==> src/hw/gpib_cfg.svh <==
// constants for the instrument-side bus interface block
// assumes one 40 MHz clock and AXI4-Lite register access
// How it works
// RQ1 - bus trigger and trigger program code both fire the preselected trigger action
// RQ2 - device clear or selected clear pulses the preset-output request
// RQ3 - remote needs REN plus first listen addressing; keyboard stays active before
// RQ4 - remote lamp lights only in remote after a data message arrived
// RQ5 - addressed lamp lights while talker or listener
// RQ6 - go-to-local or local key returns to local, output unchanged
// RQ7 - local lockout disables the local key
// RQ8 - REN false forces local and cancels lockout
// RQ9 - no controller function; pass and take control ignored
// RQ10 - SRQ asserted when any masked status condition holds
// RQ11 - serial poll while talker returns status byte, bit 7 marks request
// RQ12 - status bits latch until cleared, except bit 1 which follows
// RQ13 - no parallel poll response is ever driven
// RQ14 - interface clear drops talker and listener at once
// RQ15 - only SH1 AH1 T6 L3 SR1 RL1 DC1 DT1 functions exist
// RQ16 - remote mode disables front panel except power, local, status, hidden keys
// RQ17 - listen addressing stops talking; talk addressing stops listening
// RQ18 - local to remote keeps output and settings
// RQ19 - data messages rejected in local; other messages still served
// RQ20 - local key works only without lockout, settings unchanged
// RQ21 - controller should send local lockout before data messages
// RQ22 - turn-on: local, immediate mode, unaddressed, switch address, sweep off
// RQ23 - data message ends on line feed, exclamation, END or internal terminator
`ifndef GPIB_CFG_SVH
`define GPIB_CFG_SVH
`define GPIB_REG_CTRL 4'h0
`define GPIB_REG_STAT 4'h4
`define GPIB_REG_MASK 4'h8
`define GPIB_REG_CLR 4'hC
`define GPIB_CTRL_INTEOS 0
`define GPIB_CTRL_DEFER 1
`define GPIB_MASK_RST 8'h00
`define GPIB_CMD_GTL 7'h01
`define GPIB_CMD_SDC 7'h04
`define GPIB_CMD_PPC 7'h05
`define GPIB_CMD_GET 7'h08
`define GPIB_CMD_TCT 7'h09
`define GPIB_CMD_LLO 7'h11
`define GPIB_CMD_DCL 7'h14
`define GPIB_CMD_SPE 7'h18
`define GPIB_CMD_SPD 7'h19
`define GPIB_CMD_UNL 7'h3F
`define GPIB_CMD_UNT 7'h5F
`define GPIB_LAG_BASE 2'b01
`define GPIB_TAG_BASE 2'b10
`define GPIB_CH_LF 8'h0A
`define GPIB_CH_EXCL 8'h21
`define GPIB_CH_TRIG0 8'h54
`define GPIB_CH_TRIG1 8'h52
`define GPIB_SB_RQS 7
`define GPIB_SB_FOLLOW 1
`define GPIB_AXI_OKAY 2'b00
`define GPIB_AXI_SLVERR 2'b10
`endif

==> src/hw/gpib_pkg.sv <==
// types for the instrument-side bus interface block
// assumes gpib_cfg.svh is included by the design files
package gpib_pkg;
   typedef enum logic [1:0] {
      GPIB_LOCS,
      GPIB_REMS,
      GPIB_LWLS,
      GPIB_RWLS
   } gpib_rl_t;
   typedef enum logic [1:0] {
      GPIB_AX_IDLE,
      GPIB_AX_RESP
   } gpib_ax_t;
endpackage

==> src/hw/gpib_term.sv <==
// data byte terminator and trigger code detector
// assumes bytes arrive as one-cycle strobes from the handshake
`timescale 1ns/1ps
`default_nettype none
`include "gpib_cfg.svh"
module gpib_term (
   // clock and reset
   input wire logic i_clk,
   input wire logic i_rst,
   // accepted data byte
   input wire logic i_stb,
   input wire logic [7:0] i_byte,
   input wire logic i_end,
   input wire logic i_int_eos,
   // results
   output logic o_term,
   output logic o_trig
);
   logic prev_t_q;
   always_ff @(posedge i_clk or posedge i_rst) begin
      if (i_rst) begin
         prev_t_q <= 1'b0;
      end else if (i_stb) begin
         prev_t_q <= (i_byte & 8'hDF) == `GPIB_CH_TRIG0;
      end
   end
   always_comb begin
      o_term = i_int_eos || (i_stb && (i_end || i_byte == `GPIB_CH_LF
               || i_byte == `GPIB_CH_EXCL)); // see RQ23
      o_trig = i_stb && prev_t_q && (i_byte & 8'hDF) == `GPIB_CH_TRIG1; // see RQ1
   end
endmodule // gpib_term
`default_nettype wire

==> src/hw/gpib_stat.sv <==
// status byte latches
// assumes condition inputs are levels sampled each cycle
`timescale 1ns/1ps
`default_nettype none
`include "gpib_cfg.svh"
module gpib_stat (
   // clock and reset
   input wire logic i_clk,
   input wire logic i_rst,
   // conditions and clears
   input wire logic [7:0] i_cond,
   input wire logic [7:0] i_clr,
   // latched byte
   output logic [7:0] o_stat
);
   genvar b;
   generate
      for (b = 0; b < 8; b++) begin : g_bit
         if (b == `GPIB_SB_FOLLOW) begin : g_follow
            always_ff @(posedge i_clk or posedge i_rst) begin
               if (i_rst) begin
                  o_stat[b] <= 1'b0;
               end else begin
                  o_stat[b] <= i_cond[b]; // see RQ12
               end
            end
         end else begin : g_latch
            always_ff @(posedge i_clk or posedge i_rst) begin
               if (i_rst) begin
                  o_stat[b] <= 1'b0;
               end else if (i_cond[b]) begin
                  o_stat[b] <= 1'b1; // see RQ12
               end else if (i_clr[b]) begin
                  o_stat[b] <= 1'b0;
               end
            end
         end
      end
   endgenerate
endmodule // gpib_stat
`default_nettype wire

==> src/hw/gpib_top.sv <==
// bus interface logic of the instrument: addressing, remote/local, polls
// assumes bus lines and handshake-decoded bytes are synchronous to I_CLK_SYS
//
// The AXI4-Lite slave port and the address map are this design's own decisions.
`timescale 1ns/1ps
`default_nettype none
`include "gpib_cfg.svh"
module gpib_top (
   // clock and reset
   input wire logic I_CLK_SYS,
   input wire logic I_SYS_RST,
   // bus management lines
   input wire logic I_REN,
   input wire logic I_IFC,
   input wire logic I_ATN,
   // accepted byte from acceptor handshake
   input wire logic I_BYTE_STB,
   input wire logic [7:0] I_BYTE,
   input wire logic I_EOI,
   // address switch and front panel
   input wire logic [4:0] I_ADDR_SW,
   input wire logic I_LOCAL_KEY,
   input wire logic I_INT_EOS,
   // status conditions: 0 ready 1 follow 2 entry err 3 hw err 4 pwr 5 param 6 sweep
   input wire logic [6:0] I_COND,
   input wire logic [6:0] I_COND_CLR,
   // bus outputs
   output logic O_SRQ,
   output logic [7:0] O_TX_BYTE,
   output logic O_TX_VALID,
   output logic O_PP_DRIVE,
   // instrument controls
   output logic O_REMOTE_LAMP,
   output logic O_ADDR_LAMP,
   output logic O_PANEL_LOCK,
   output logic O_DATA_STB,
   output logic [7:0] O_DATA,
   output logic O_DATA_END,
   output logic O_TRIGGER,
   output logic O_PRESET,
   output logic O_DEFER_MODE,
   // axi4-lite write address
   input wire logic [3:0] S_AXI_AWADDR,
   input wire logic S_AXI_AWVALID,
   output logic S_AXI_AWREADY,
   // axi4-lite write data
   input wire logic [31:0] S_AXI_WDATA,
   input wire logic [3:0] S_AXI_WSTRB,
   input wire logic S_AXI_WVALID,
   output logic S_AXI_WREADY,
   // axi4-lite write response
   output logic [1:0] S_AXI_BRESP,
   output logic S_AXI_BVALID,
   input wire logic S_AXI_BREADY,
   // axi4-lite read
   input wire logic [3:0] S_AXI_ARADDR,
   input wire logic S_AXI_ARVALID,
   output logic S_AXI_ARREADY,
   output logic [31:0] S_AXI_RDATA,
   output logic [1:0] S_AXI_RRESP,
   output logic S_AXI_RVALID,
   input wire logic S_AXI_RREADY
);
   gpib_pkg::gpib_rl_t rl_q;
   logic [4:0] addr_q;
   logic addr_ld_q;
   logic lad_q, tad_q, spe_q, got_data_q, srq_sent_q;
   logic [7:0] mask_q;
   logic [1:0] ctrl_q;
   logic [7:0] stat;
   logic [7:0] cond_all, clr_all;
   logic cmd, dab, term, code_trig, remote, lockout, srq_any;
   logic [6:0] cmd_code;
   logic my_lad, my_tad;
   logic aw_hold_q, w_hold_q;
   logic [3:0] aw_addr_q;
   logic [31:0] w_data_q;
   logic [3:0] w_strb_q;

   assign cmd = I_BYTE_STB && I_ATN;
   assign dab = I_BYTE_STB && !I_ATN;
   assign cmd_code = I_BYTE[6:0];
   assign my_lad = cmd && cmd_code == {`GPIB_LAG_BASE, addr_q};
   assign my_tad = cmd && cmd_code == {`GPIB_TAG_BASE, addr_q};
   assign remote = rl_q == gpib_pkg::GPIB_REMS || rl_q == gpib_pkg::GPIB_RWLS;
   assign lockout = rl_q == gpib_pkg::GPIB_LWLS || rl_q == gpib_pkg::GPIB_RWLS;

   gpib_term u_term (
      .i_clk(I_CLK_SYS),
      .i_rst(I_SYS_RST),
      .i_stb(dab && lad_q && remote),
      .i_byte(I_BYTE),
      .i_end(I_EOI),
      .i_int_eos(I_INT_EOS && ctrl_q[`GPIB_CTRL_INTEOS]),
      .o_term(term),
      .o_trig(code_trig)
   );

   assign cond_all = {1'b0, I_COND};
   assign clr_all = {1'b0, I_COND_CLR};
   gpib_stat u_stat (
      .i_clk(I_CLK_SYS),
      .i_rst(I_SYS_RST),
      .i_cond(cond_all),
      .i_clr(clr_all),
      .o_stat(stat)
   );
   assign srq_any = |(stat[6:0] & mask_q[6:0]); // see RQ10

   // switch address taken once after reset release
   always_ff @(posedge I_CLK_SYS or posedge I_SYS_RST) begin
      if (I_SYS_RST) begin
         addr_q <= 5'h00;
         addr_ld_q <= 1'b0;
      end else if (!addr_ld_q) begin
         addr_q <= I_ADDR_SW; // see RQ22
         addr_ld_q <= 1'b1;
      end
   end

   // talker and listener addressing; no controller functions decoded
   always_ff @(posedge I_CLK_SYS or posedge I_SYS_RST) begin
      if (I_SYS_RST) begin
         lad_q <= 1'b0; // see RQ22
         tad_q <= 1'b0;
      end else if (I_IFC) begin
         lad_q <= 1'b0; // see RQ14
         tad_q <= 1'b0;
      end else if (my_lad) begin
         lad_q <= 1'b1;
         tad_q <= 1'b0; // see RQ17
      end else if (my_tad) begin
         tad_q <= 1'b1;
         lad_q <= 1'b0; // see RQ17
      end else if (cmd && cmd_code == `GPIB_CMD_UNL) begin
         lad_q <= 1'b0;
      end else if (cmd && cmd_code == `GPIB_CMD_UNT) begin
         tad_q <= 1'b0;
      end
   end

   // serial poll mode
   always_ff @(posedge I_CLK_SYS or posedge I_SYS_RST) begin
      if (I_SYS_RST) begin
         spe_q <= 1'b0;
      end else if (I_IFC || (cmd && cmd_code == `GPIB_CMD_SPD)) begin
         spe_q <= 1'b0;
      end else if (cmd && cmd_code == `GPIB_CMD_SPE) begin
         spe_q <= 1'b1;
      end
   end

   // remote/local machine; pass and take control codes fall through unused
   always_ff @(posedge I_CLK_SYS or posedge I_SYS_RST) begin
      if (I_SYS_RST) begin
         rl_q <= gpib_pkg::GPIB_LOCS; // see RQ22
      end else if (!I_REN) begin
         rl_q <= gpib_pkg::GPIB_LOCS; // see RQ8
      end else begin
         unique case (rl_q)
            gpib_pkg::GPIB_LOCS: begin
               if (cmd && cmd_code == `GPIB_CMD_LLO) begin
                  rl_q <= gpib_pkg::GPIB_LWLS;
               end else if (my_lad) begin
                  rl_q <= gpib_pkg::GPIB_REMS; // see RQ3, RQ18
               end
            end
            gpib_pkg::GPIB_REMS: begin
               if (cmd && cmd_code == `GPIB_CMD_LLO) begin
                  rl_q <= gpib_pkg::GPIB_RWLS;
               end else if ((lad_q && cmd && cmd_code == `GPIB_CMD_GTL) || I_LOCAL_KEY) begin
                  rl_q <= gpib_pkg::GPIB_LOCS; // see RQ6, RQ20
               end
            end
            gpib_pkg::GPIB_LWLS: begin
               if (my_lad) begin
                  rl_q <= gpib_pkg::GPIB_RWLS;
               end
            end
            gpib_pkg::GPIB_RWLS: begin
               if (lad_q && cmd && cmd_code == `GPIB_CMD_GTL) begin
                  rl_q <= gpib_pkg::GPIB_LWLS; // see RQ7, RQ6
               end
            end
         endcase
      end
   end

   // remote lamp qualifier: first data message since entering remote
   always_ff @(posedge I_CLK_SYS or posedge I_SYS_RST) begin
      if (I_SYS_RST) begin
         got_data_q <= 1'b0;
      end else if (!remote) begin
         got_data_q <= 1'b0;
      end else if (dab && lad_q) begin
         got_data_q <= 1'b1; // see RQ4
      end
   end

   // data path to program-code parser; rejected in local
   always_ff @(posedge I_CLK_SYS or posedge I_SYS_RST) begin
      if (I_SYS_RST) begin
         O_DATA_STB <= 1'b0;
         O_DATA <= 8'h00;
         O_DATA_END <= 1'b0;
      end else begin
         O_DATA_STB <= dab && lad_q && remote; // see RQ19
         O_DATA <= I_BYTE;
         O_DATA_END <= term; // see RQ23
      end
   end

   // trigger and clear actions
   always_ff @(posedge I_CLK_SYS or posedge I_SYS_RST) begin
      if (I_SYS_RST) begin
         O_TRIGGER <= 1'b0;
         O_PRESET <= 1'b0;
      end else begin
         O_TRIGGER <= (cmd && lad_q && cmd_code == `GPIB_CMD_GET) || code_trig; // see RQ1
         O_PRESET <= cmd && (cmd_code == `GPIB_CMD_DCL
                     || (lad_q && cmd_code == `GPIB_CMD_SDC)); // see RQ2
      end
   end

   // service request and poll answer; remembers that a request went out
   always_ff @(posedge I_CLK_SYS or posedge I_SYS_RST) begin
      if (I_SYS_RST) begin
         srq_sent_q <= 1'b0;
         O_SRQ <= 1'b0;
         O_TX_BYTE <= 8'h00;
         O_TX_VALID <= 1'b0;
      end else begin
         O_SRQ <= srq_any; // see RQ10
         if (srq_any) begin
            srq_sent_q <= 1'b1;
         end else if (spe_q && tad_q && O_TX_VALID) begin
            srq_sent_q <= 1'b0;
         end
         O_TX_VALID <= spe_q && tad_q && !I_IFC; // see RQ11
         O_TX_BYTE <= {srq_sent_q || srq_any, stat[6:0]}; // see RQ11
      end
   end

   // lamps, panel lock, parallel poll line
   always_ff @(posedge I_CLK_SYS or posedge I_SYS_RST) begin
      if (I_SYS_RST) begin
         O_REMOTE_LAMP <= 1'b0;
         O_ADDR_LAMP <= 1'b0;
         O_PANEL_LOCK <= 1'b0;
         O_PP_DRIVE <= 1'b0;
      end else begin
         O_REMOTE_LAMP <= remote && got_data_q; // see RQ4
         O_ADDR_LAMP <= lad_q || tad_q; // see RQ5
         O_PANEL_LOCK <= remote; // see RQ16
         O_PP_DRIVE <= 1'b0; // see RQ13, RQ9, RQ15
      end
   end

   // axi4-lite write side: address and data taken in either order
   always_ff @(posedge I_CLK_SYS or posedge I_SYS_RST) begin
      if (I_SYS_RST) begin
         aw_hold_q <= 1'b0;
         w_hold_q <= 1'b0;
         aw_addr_q <= 4'h0;
         w_data_q <= 32'h0000_0000;
         w_strb_q <= 4'h0;
         S_AXI_BVALID <= 1'b0;
         S_AXI_BRESP <= `GPIB_AXI_OKAY;
         mask_q <= `GPIB_MASK_RST;
         ctrl_q <= 2'b00; // see RQ22
      end else begin
         if (S_AXI_AWVALID && S_AXI_AWREADY) begin
            aw_hold_q <= 1'b1;
            aw_addr_q <= S_AXI_AWADDR;
         end
         if (S_AXI_WVALID && S_AXI_WREADY) begin
            w_hold_q <= 1'b1;
            w_data_q <= S_AXI_WDATA;
            w_strb_q <= S_AXI_WSTRB;
         end
         if (aw_hold_q && w_hold_q && !S_AXI_BVALID) begin
            aw_hold_q <= 1'b0;
            w_hold_q <= 1'b0;
            S_AXI_BVALID <= 1'b1;
            S_AXI_BRESP <= `GPIB_AXI_OKAY;
            if (aw_addr_q == `GPIB_REG_MASK && w_strb_q[0]) begin
               mask_q <= w_data_q[7:0];
            end else if (aw_addr_q == `GPIB_REG_CTRL && w_strb_q[0]) begin
               ctrl_q <= w_data_q[1:0];
            end else if (aw_addr_q != `GPIB_REG_MASK && aw_addr_q != `GPIB_REG_CTRL) begin
               S_AXI_BRESP <= `GPIB_AXI_SLVERR;
            end
         end else if (S_AXI_BVALID && S_AXI_BREADY) begin
            S_AXI_BVALID <= 1'b0;
         end
      end
   end
   assign S_AXI_AWREADY = !aw_hold_q && !S_AXI_BVALID;
   assign S_AXI_WREADY = !w_hold_q && !S_AXI_BVALID;

   // axi4-lite read side
   always_ff @(posedge I_CLK_SYS or posedge I_SYS_RST) begin
      if (I_SYS_RST) begin
         S_AXI_RVALID <= 1'b0;
         S_AXI_RDATA <= 32'h0000_0000;
         S_AXI_RRESP <= `GPIB_AXI_OKAY;
      end else if (S_AXI_ARVALID && S_AXI_ARREADY) begin
         S_AXI_RVALID <= 1'b1;
         S_AXI_RRESP <= `GPIB_AXI_OKAY;
         unique case (S_AXI_ARADDR)
            `GPIB_REG_CTRL: S_AXI_RDATA <= {30'h0, ctrl_q};
            `GPIB_REG_MASK: S_AXI_RDATA <= {24'h0, mask_q};
            `GPIB_REG_STAT: S_AXI_RDATA <= {16'h0, stat, 1'b0, spe_q, got_data_q,
                                           lad_q, tad_q, lockout, remote, srq_sent_q};
            default: begin
               S_AXI_RDATA <= 32'h0000_0000;
               S_AXI_RRESP <= `GPIB_AXI_SLVERR;
            end
         endcase
      end else if (S_AXI_RREADY) begin
         S_AXI_RVALID <= 1'b0;
      end
   end
   assign S_AXI_ARREADY = !S_AXI_RVALID;
   assign O_DEFER_MODE = ctrl_q[`GPIB_CTRL_DEFER];
endmodule // gpib_top
`default_nettype wire

==> config.mk <==
export PLATFORM = sky130hd
export DESIGN_NAME = gpib_top
export DESIGN_NICKNAME = d
export VERILOG_FILES = /design/src/hw/gpib_pkg.sv /design/src/hw/gpib_term.sv /design/src/hw/gpib_stat.sv /design/src/hw/gpib_top.sv
export VERILOG_INCLUDE_DIRS = /design/src /design/src/hw
export SDC_FILE = /design/constraint.sdc
export NUM_CORES = 1
export LEC_CHECK = 0
export BUFFER_PORTS_ARGS = -buffer_cell sky130_fd_sc_hd__buf_4
export CORE_ASPECT_RATIO = 1.2
export CORE_UTILIZATION = 48
export CTS_CLUSTER_SIZE = 16
export DETAILED_ROUTE_END_ITERATION = 6
export GPL_ROUTABILITY_DRIVEN = 0
export PLACE_DENSITY = 0.8
export SYNTH_ARGS = -nofsm -noshare
export SYNTH_HDL_FRONTEND = slang
export SYNTH_SLANG_ARGS = --single-unit
export TNS_END_PERCENT = 1
==> constraint.sdc <==
create_clock -name I_CLK_SYS -period 3.5 [get_ports I_CLK_SYS]
set_input_delay 0.525 -clock I_CLK_SYS [delete_from_list [all_inputs] [get_ports I_CLK_SYS]]
set_output_delay 0.525 -clock I_CLK_SYS [all_outputs]
set_load 0.01 [all_outputs]
After elaboration in Yosys (flattened, before gate mapping). Index checks and enable logic that the tools add are counted.

Word-level logic and storage cells: 193. Memory bits (read-only): 0. Bits in writable memories: 0. Flip-flop bits (word level): 109. Bits in latches: 0. Memories kept: 0.

Reduce and logical (&&, ||, !) cells: 76. Equal/unequal tests: 28. Shifts and indexed selects: 0. $add $sub $neg: 0. Magnitude comparators: 0. Multiply operators: 0. Muxes and demuxes: 48. Bitwise gates (word level): 2. Divide/modulo/power cells: 0.

Operators by type and width (count): 15-bit case mux with 3 select lines (1); 1-bit logical AND (35); 1-bit 2-to-1 mux (35); 7-bit by 5-bit equality test with 1-bit output (second input constant) (4); 2-bit nonzero test (12); 2-bit 2-to-1 mux (11); 7-bit by 6-bit equality test with 1-bit output (second input constant) (3); 4-bit != test (second input constant) (3); 4-bit nonzero test (3); 1-bit logical OR (11); 4-bit equality test (second input constant) (2); 8-bit by 4-bit equality test with 1-bit output (second input constant) (1); 8-bit by 6-bit equality test with 1-bit output (second input constant) (1); 4-bit logical NOT (2); 2-bit case mux with 4 select lines (1); 7-bit AND (1); 7-bit by 1-bit equality test with 1-bit output (second input constant) (1); 7-bit by 3-bit equality test with 1-bit output (second input constant) (1); 7-bit by 4-bit equality test with 1-bit output (second input constant) (1); 7-bit by 6-bit equality test with 1-bit output (1); 7-bit equality test (1); 7-bit equality test (second input constant) (1); 7-bit OR reduction (1); 1-bit logical NOT (6); other kinds (13) (15).

Longest topological paths before layout.
Depth after elaboration: 8. Depth in mapped cells: 5. Mapped depth without buffers: 4.

By module. Synthesis repeated with hierarchy kept, for this count alone.

Cells, all modules: 295. Area, all modules: 3752.3 µm².

Modules (own cells, without submodules): gpib_top (cells an instance 257, area an instance 3350.7 µm², instances 1, seq. area each 2077.0 µm²); gpib_stat (cells an instance 23, area an instance 282.8 µm², instances 1, seq. area each 200.2 µm²); gpib_term (cells an instance 15, area an instance 118.9 µm², instances 1, seq. area each 25.0 µm²).

Worst setup path before layout. Ideal clock, no wire load.

Kind: input to register. Start: input port I_BYTE[1]. End: register lad_q. Slack: 1.936 ns. Required time: 3.378 ns. Arrival: 1.442 ns. Stages: 5. Library setup time: 0.122 ns. Path through: buf_6 xor2_2 nor3_4 a31oi_1 a2111oi_1.

Word-level cells in the longest chain between the ends: 5. Elaborated cells on any way between the ends: 10. Those cells by class: eq/ne: 3; mux: 3; reduce/logical: 4.

Ends and longest elaborated chain: start, declared (RTL line gpib_top.sv:18) `input wire logic [7:0] I_BYTE,`; 7-bit equality test (RTL line gpib_top.sv:84) `` assign my_tad = cmd && cmd_code == {`GPIB_TAG_BASE, addr_q}; ``; 1-bit logical AND (RTL line gpib_top.sv:84); 1-bit 2-to-1 mux (RTL line gpib_top.sv:132) `end else if (my_tad) begin`; 1-bit 2-to-1 mux (RTL line gpib_top.sv:129) `end else if (my_lad) begin`; 1-bit 2-to-1 mux (RTL line gpib_top.sv:126) `end else if (I_IFC) begin`; end signal, assigned (RTL line gpib_top.sv:127) `lad_q <= 1'b0;`; end signal, assigned (RTL line gpib_top.sv:130) `lad_q <= 1'b1;`; end signal, assigned (RTL line gpib_top.sv:134) `lad_q <= 1'b0;`; end, declared (RTL line gpib_top.sv:67) `logic lad_q, tad_q, spe_q, got_data_q, srq_sent_q;`.

Several ways; a longest one is shown, not always the timed one. A chain may end at the register's enable or synchronous reset.

Final worst setup path.
Start: register S_AXI_RVALID. End: register S_AXI_RRESP[1].

Word-level cells in the longest chain between the ends: 2.

Ends and longest elaborated chain: start, declared (RTL line gpib_top.sv:61) `output logic S_AXI_RVALID,`; start signal, assigned (RTL line gpib_top.sv:304) `S_AXI_RVALID <= 1'b0;`; start signal, assigned (RTL line gpib_top.sv:308) `S_AXI_RVALID <= 1'b1;`; start signal, assigned (RTL line gpib_top.sv:321) `S_AXI_RVALID <= 1'b0;`; 1-bit logical NOT (RTL line gpib_top.sv:324) `assign S_AXI_ARREADY = !S_AXI_RVALID;`; 1-bit logical AND (RTL line gpib_top.sv:307) `end else if (S_AXI_ARVALID && S_AXI_ARREADY) begin`; end signal, assigned (RTL line gpib_top.sv:306) `` S_AXI_RRESP <= `GPIB_AXI_OKAY; ``; end signal, assigned (RTL line gpib_top.sv:309) `` S_AXI_RRESP <= `GPIB_AXI_OKAY; ``; end signal, assigned (RTL line gpib_top.sv:317) `` S_AXI_RRESP <= `GPIB_AXI_SLVERR; ``; end, declared (RTL line gpib_top.sv:60) `output logic [1:0] S_AXI_RRESP,`.

Every way passes these cells.

==> flow_metrics.env <==
export IMPL_timing_final_crit_period_ns=1.80
export IMPL_fmax_ghz=0.557
export IMPL_postCtsResizedCells=0
export IMPL_grt_pass1_wl_mm=12.4
export IMPL_hold_buffers=0
export IMPL_max_cap_viol_count=0
export IMPL_p_leak_nw=2.29
export IMPL_clk_pin_slew_ns=0.10
export IMPL_critPathKind="flip-flop to flip-flop"
export IMPL_final_nets=494
export IMPL_crit_path_max_incr_delay_ns=0.59
export IMPL_clkPwrFrac=0.278
export IMPL_synthCells=301
export IMPL_hold_depth=1
export IMPL_diodes=0
export IMPL_die_area_um2=8090
export IMPL_fin_crit_sh=0.513
export IMPL_cts_buffers=9
export IMPL_drive_above_1_share=0.394
export IMPL_required_ns=3.70
export IMPL_io_pins=153
export IMPL_post_cts_setup_buffers=0
export IMPL_dr_pass1_iters=4
export IMPL_whs_endpoint="u_stat.o_stat[1]"
export IMPL_postRouteAntennaNets=0
export IMPL_h_tree_depth=3
export IMPL_post_route_drc_count=0
export IMPL_worst_setup_path_end_kind="flip-flop"
export IMPL_clockBufferDepth=2
export IMPL_ys_async_sr_fraction=1.00
export IMPL_clkSinkCount=90
export IMPL_hp_class="input port to flip-flop"
export IMPL_worst_ep_arrival_time_ns=1.99
export IMPL_dpl_cell_count=488
export IMPL_drt_iter0_markers=173
export IMPL_synth_seq_cells=90
export IMPL_vias_per_cell=5.22
export IMPL_ir_drop_mv=0.450
export IMPL_skew_ns=0.0148
export IMPL_rows=34
export IMPL_final_cell_mix="buf_4 (106), dfrtp_1 (90), nand2_1 (29)"
export IMPL_ys_warnings_count=0
export IMPL_final_max_slew_viol_count=0
export IMPL_grt_usage=0.202
export IMPL_hpwl_mm=5.71
export IMPL_ys_seq_area_frac=0.607
export IMPL_synth_edff_count=0
export IMPL_regToRegSetupSlack_ns=1.70
export IMPL_synth_avg_cell_area_um2=12.3
export IMPL_crit_family="compound AO/OA/AOI/OAI gates"
export IMPL_fill_cells=588
export IMPL_grt_max_degree=53
export IMPL_portBuffers=104
export IMPL_critPathLaunch="S_AXI_RVALID"
export IMPL_crit_fanout=26
export IMPL_layout_commonest_cell="buf_4"
export IMPL_switching_share=0.291
export IMPL_r2r_end="S_AXI_RRESP[1]"
export IMPL_finalSetupViolations=0
export IMPL_synth_cell_types=50
export IMPL_min_delay_start="I_COND[1]"
export IMPL_dr_total_vias=2630
export IMPL_switchingPower_mw=0.756
export IMPL_power_frac_seq=0.518
export IMPL_synth_area_um2=3710
export IMPL_die_w_um=82.3
export IMPL_combPwrFrac=0.203
export IMPL_final_cells=504
export IMPL_layout_area_overhead_vs_synth_pct=26.8
export IMPL_finalSetupTns_ns=0
export IMPL_wire_per_inst_um=15.2
export IMPL_wirelength_mm=7.66
export IMPL_antenna_found_initial=0
export IMPL_worst_pin_slew_ns=0.877
export IMPL_internal_power_mw=1.85
export IMPL_relSlewSlack=0.415
export IMPL_ys_flop_type="dfrtp_1"
export IMPL_status="complete, no violations"
export IMPL_worstRegToRegCells=4
export IMPL_grt_pass1_vias=2587
export IMPL_startpoint_type="flip-flop"
export IMPL_die_h_um=98.3
export IMPL_gr_total_overflow=0
export IMPL_clockRootBuffer="clkbuf_8"
export IMPL_hold_viol=0
export IMPL_p_per_area_nw_per_um2=553
export IMPL_core_um2=7360
export IMPL_path_buf_inv=1
export IMPL_r2r_start="S_AXI_RVALID"
export IMPL_cts_tree="built"
export IMPL_clock_latency_ns=0.35
export IMPL_initial_core_util=0.504
export IMPL_worst_path_max_delay_cell="a2111o_1"
export IMPL_rsz0062_at_grt="false"
export IMPL_path_cells="inv_1 -> nand2_1 -> a2111o_1 -> a21boi_0"
Yosys cell counts (2+ instances only):
cell type	n	area share
mux2i_1	2	0.0054
and2_1	2	0.0034
nand4_1	3	0.0051
mux2_2	28	0.085
or2_2	3	0.0051
and4b_1	2	0.0054
dfrtp_1	90	0.61
buf_4	21	0.042
a21oi_1	7	0.0094
a32o_1	2	0.0054
xor2_1	4	0.0094
nand2_1	29	0.029
inv_1	12	0.012
o21ai_1	3	0.0040
and3_1	2	0.0034
a22oi_1	7	0.014
buf_2	3	0.0040
nor4b_1	2	0.0047
nor2_1	10	0.010
o21ai_0	15	0.020
a211oi_1	2	0.0040
nor2b_1	3	0.0051
conb_1	2	0.0020
a21o_1	7	0.014
nor3b_1	3	0.0061
clkbuf_1	3	0.0030
nand4b_1	2	0.0047
a2111oi_1	2	0.0054
nand3_1	5	0.0067
a31oi_1	4	0.0067
nor3_1	2	0.0027
flip-flops by register name (all words and copies together), names as in the netlist, 2 cells and up:
| name | flops |
|---|---|
| addr_q | 5 |
| aw_addr_q | 4 |
| S_AXI_RDATA | 15 |
| O_TX_BYTE | 8 |
| u_stat.o_stat | 7 |
| rl_q | 2 |
| w_data_q | 8 |
| mask_q | 8 |
| O_DATA | 8 |
| ctrl_q | 2 |
metrics by stage:
stage          instance area [um2]  total power [mW]  worst slack [ns]  hold slack, ns   util
2_1_floorplan                 3780              1.68             0.640           0.374      -
3_3_place_gp                  4500              1.87              1.60           0.406  0.611
3_5_place_dp                  4500              1.90              1.57           0.404  0.611
4_1_cts                       4700              2.63              1.71           0.268  0.639
5_1_grt                       4700              2.74              1.49           0.270  0.639
6_report                      4700              2.60              1.70           0.277  0.639
power groups by stage:
stage          Clock (mW)  Sequential [mW]  Combinational, mW
3_3_place_gp            0             1.36              0.512
6_report            0.724             1.35              0.529
2_1_floorplan           0             1.35              0.336
4_1_cts             0.740             1.35              0.538
5_1_grt             0.783             1.37              0.587
3_5_place_dp            0             1.37              0.530
kinds of logic (layout without fill, tap and decap cells):
logic type      count (synthesis)  count (layout)  synth area share
flops                          90              90             0.607
simple gates                   80              80             0.126
compound gates                 54              54            0.0964
buf+inv                        40             134            0.0647
mux                            30              30            0.0904
xor+xnor                        5               5            0.0138
other cells                     2              21           0.00202
worst register-to-register path: cells and delay by family (launching register included):
family	cells	cell delay, ns
buffers and inverters	1	0.08
AND/OR/NAND/NOR	1	0.43
flip-flops	1	0.39
AO/OA/AOI/OAI	2	0.76
cell type report:
class | instances | area [um2] | area share
multi-input cells | 190 | 1290 | 0.274
inverters | 12 | 46.3 | 0.00984
clock inverters | 7 | 83.8 | 0.0178
repair buffers | 106 | 796 | 0.169
clock buffers | 9 | 124 | 0.0263
well taps | 90 | 113 | 0.0239
flip-flops and latches | 90 | 2250 | 0.479
layer usage:
| metal | GRT usage | routed length (um) | part of all wire | vias to the layer above |
|---|---|---|---|---|
| li1 | - | - | - | 1240 |
| met1 | 0.263 | 3100 | 0.40 | 1287 |
| met2 | 0.341 | 4030 | 0.53 | 91 |
| met3 | 0.0215 | 380 | 0.050 | 12 |
| met4 | 0.0756 | 149 | 0.019 | 0 |
| met5 | 0 | 0 | 0 | - |
worst max path at each step:
stage                                end  slack, ns  cells past startpoint
final                     S_AXI_RRESP[1]       1.70                      4
after floorplan              O_ADDR_LAMP       0.64                      1
after global routing      S_AXI_RRESP[1]       1.49                      4
after detailed placement  S_AXI_RRESP[1]       1.57                      4
after global placement    S_AXI_RRESP[1]       1.60                      4
after CTS                 S_AXI_RRESP[1]       1.71                      4
Power figures use the tool's default switching activity.
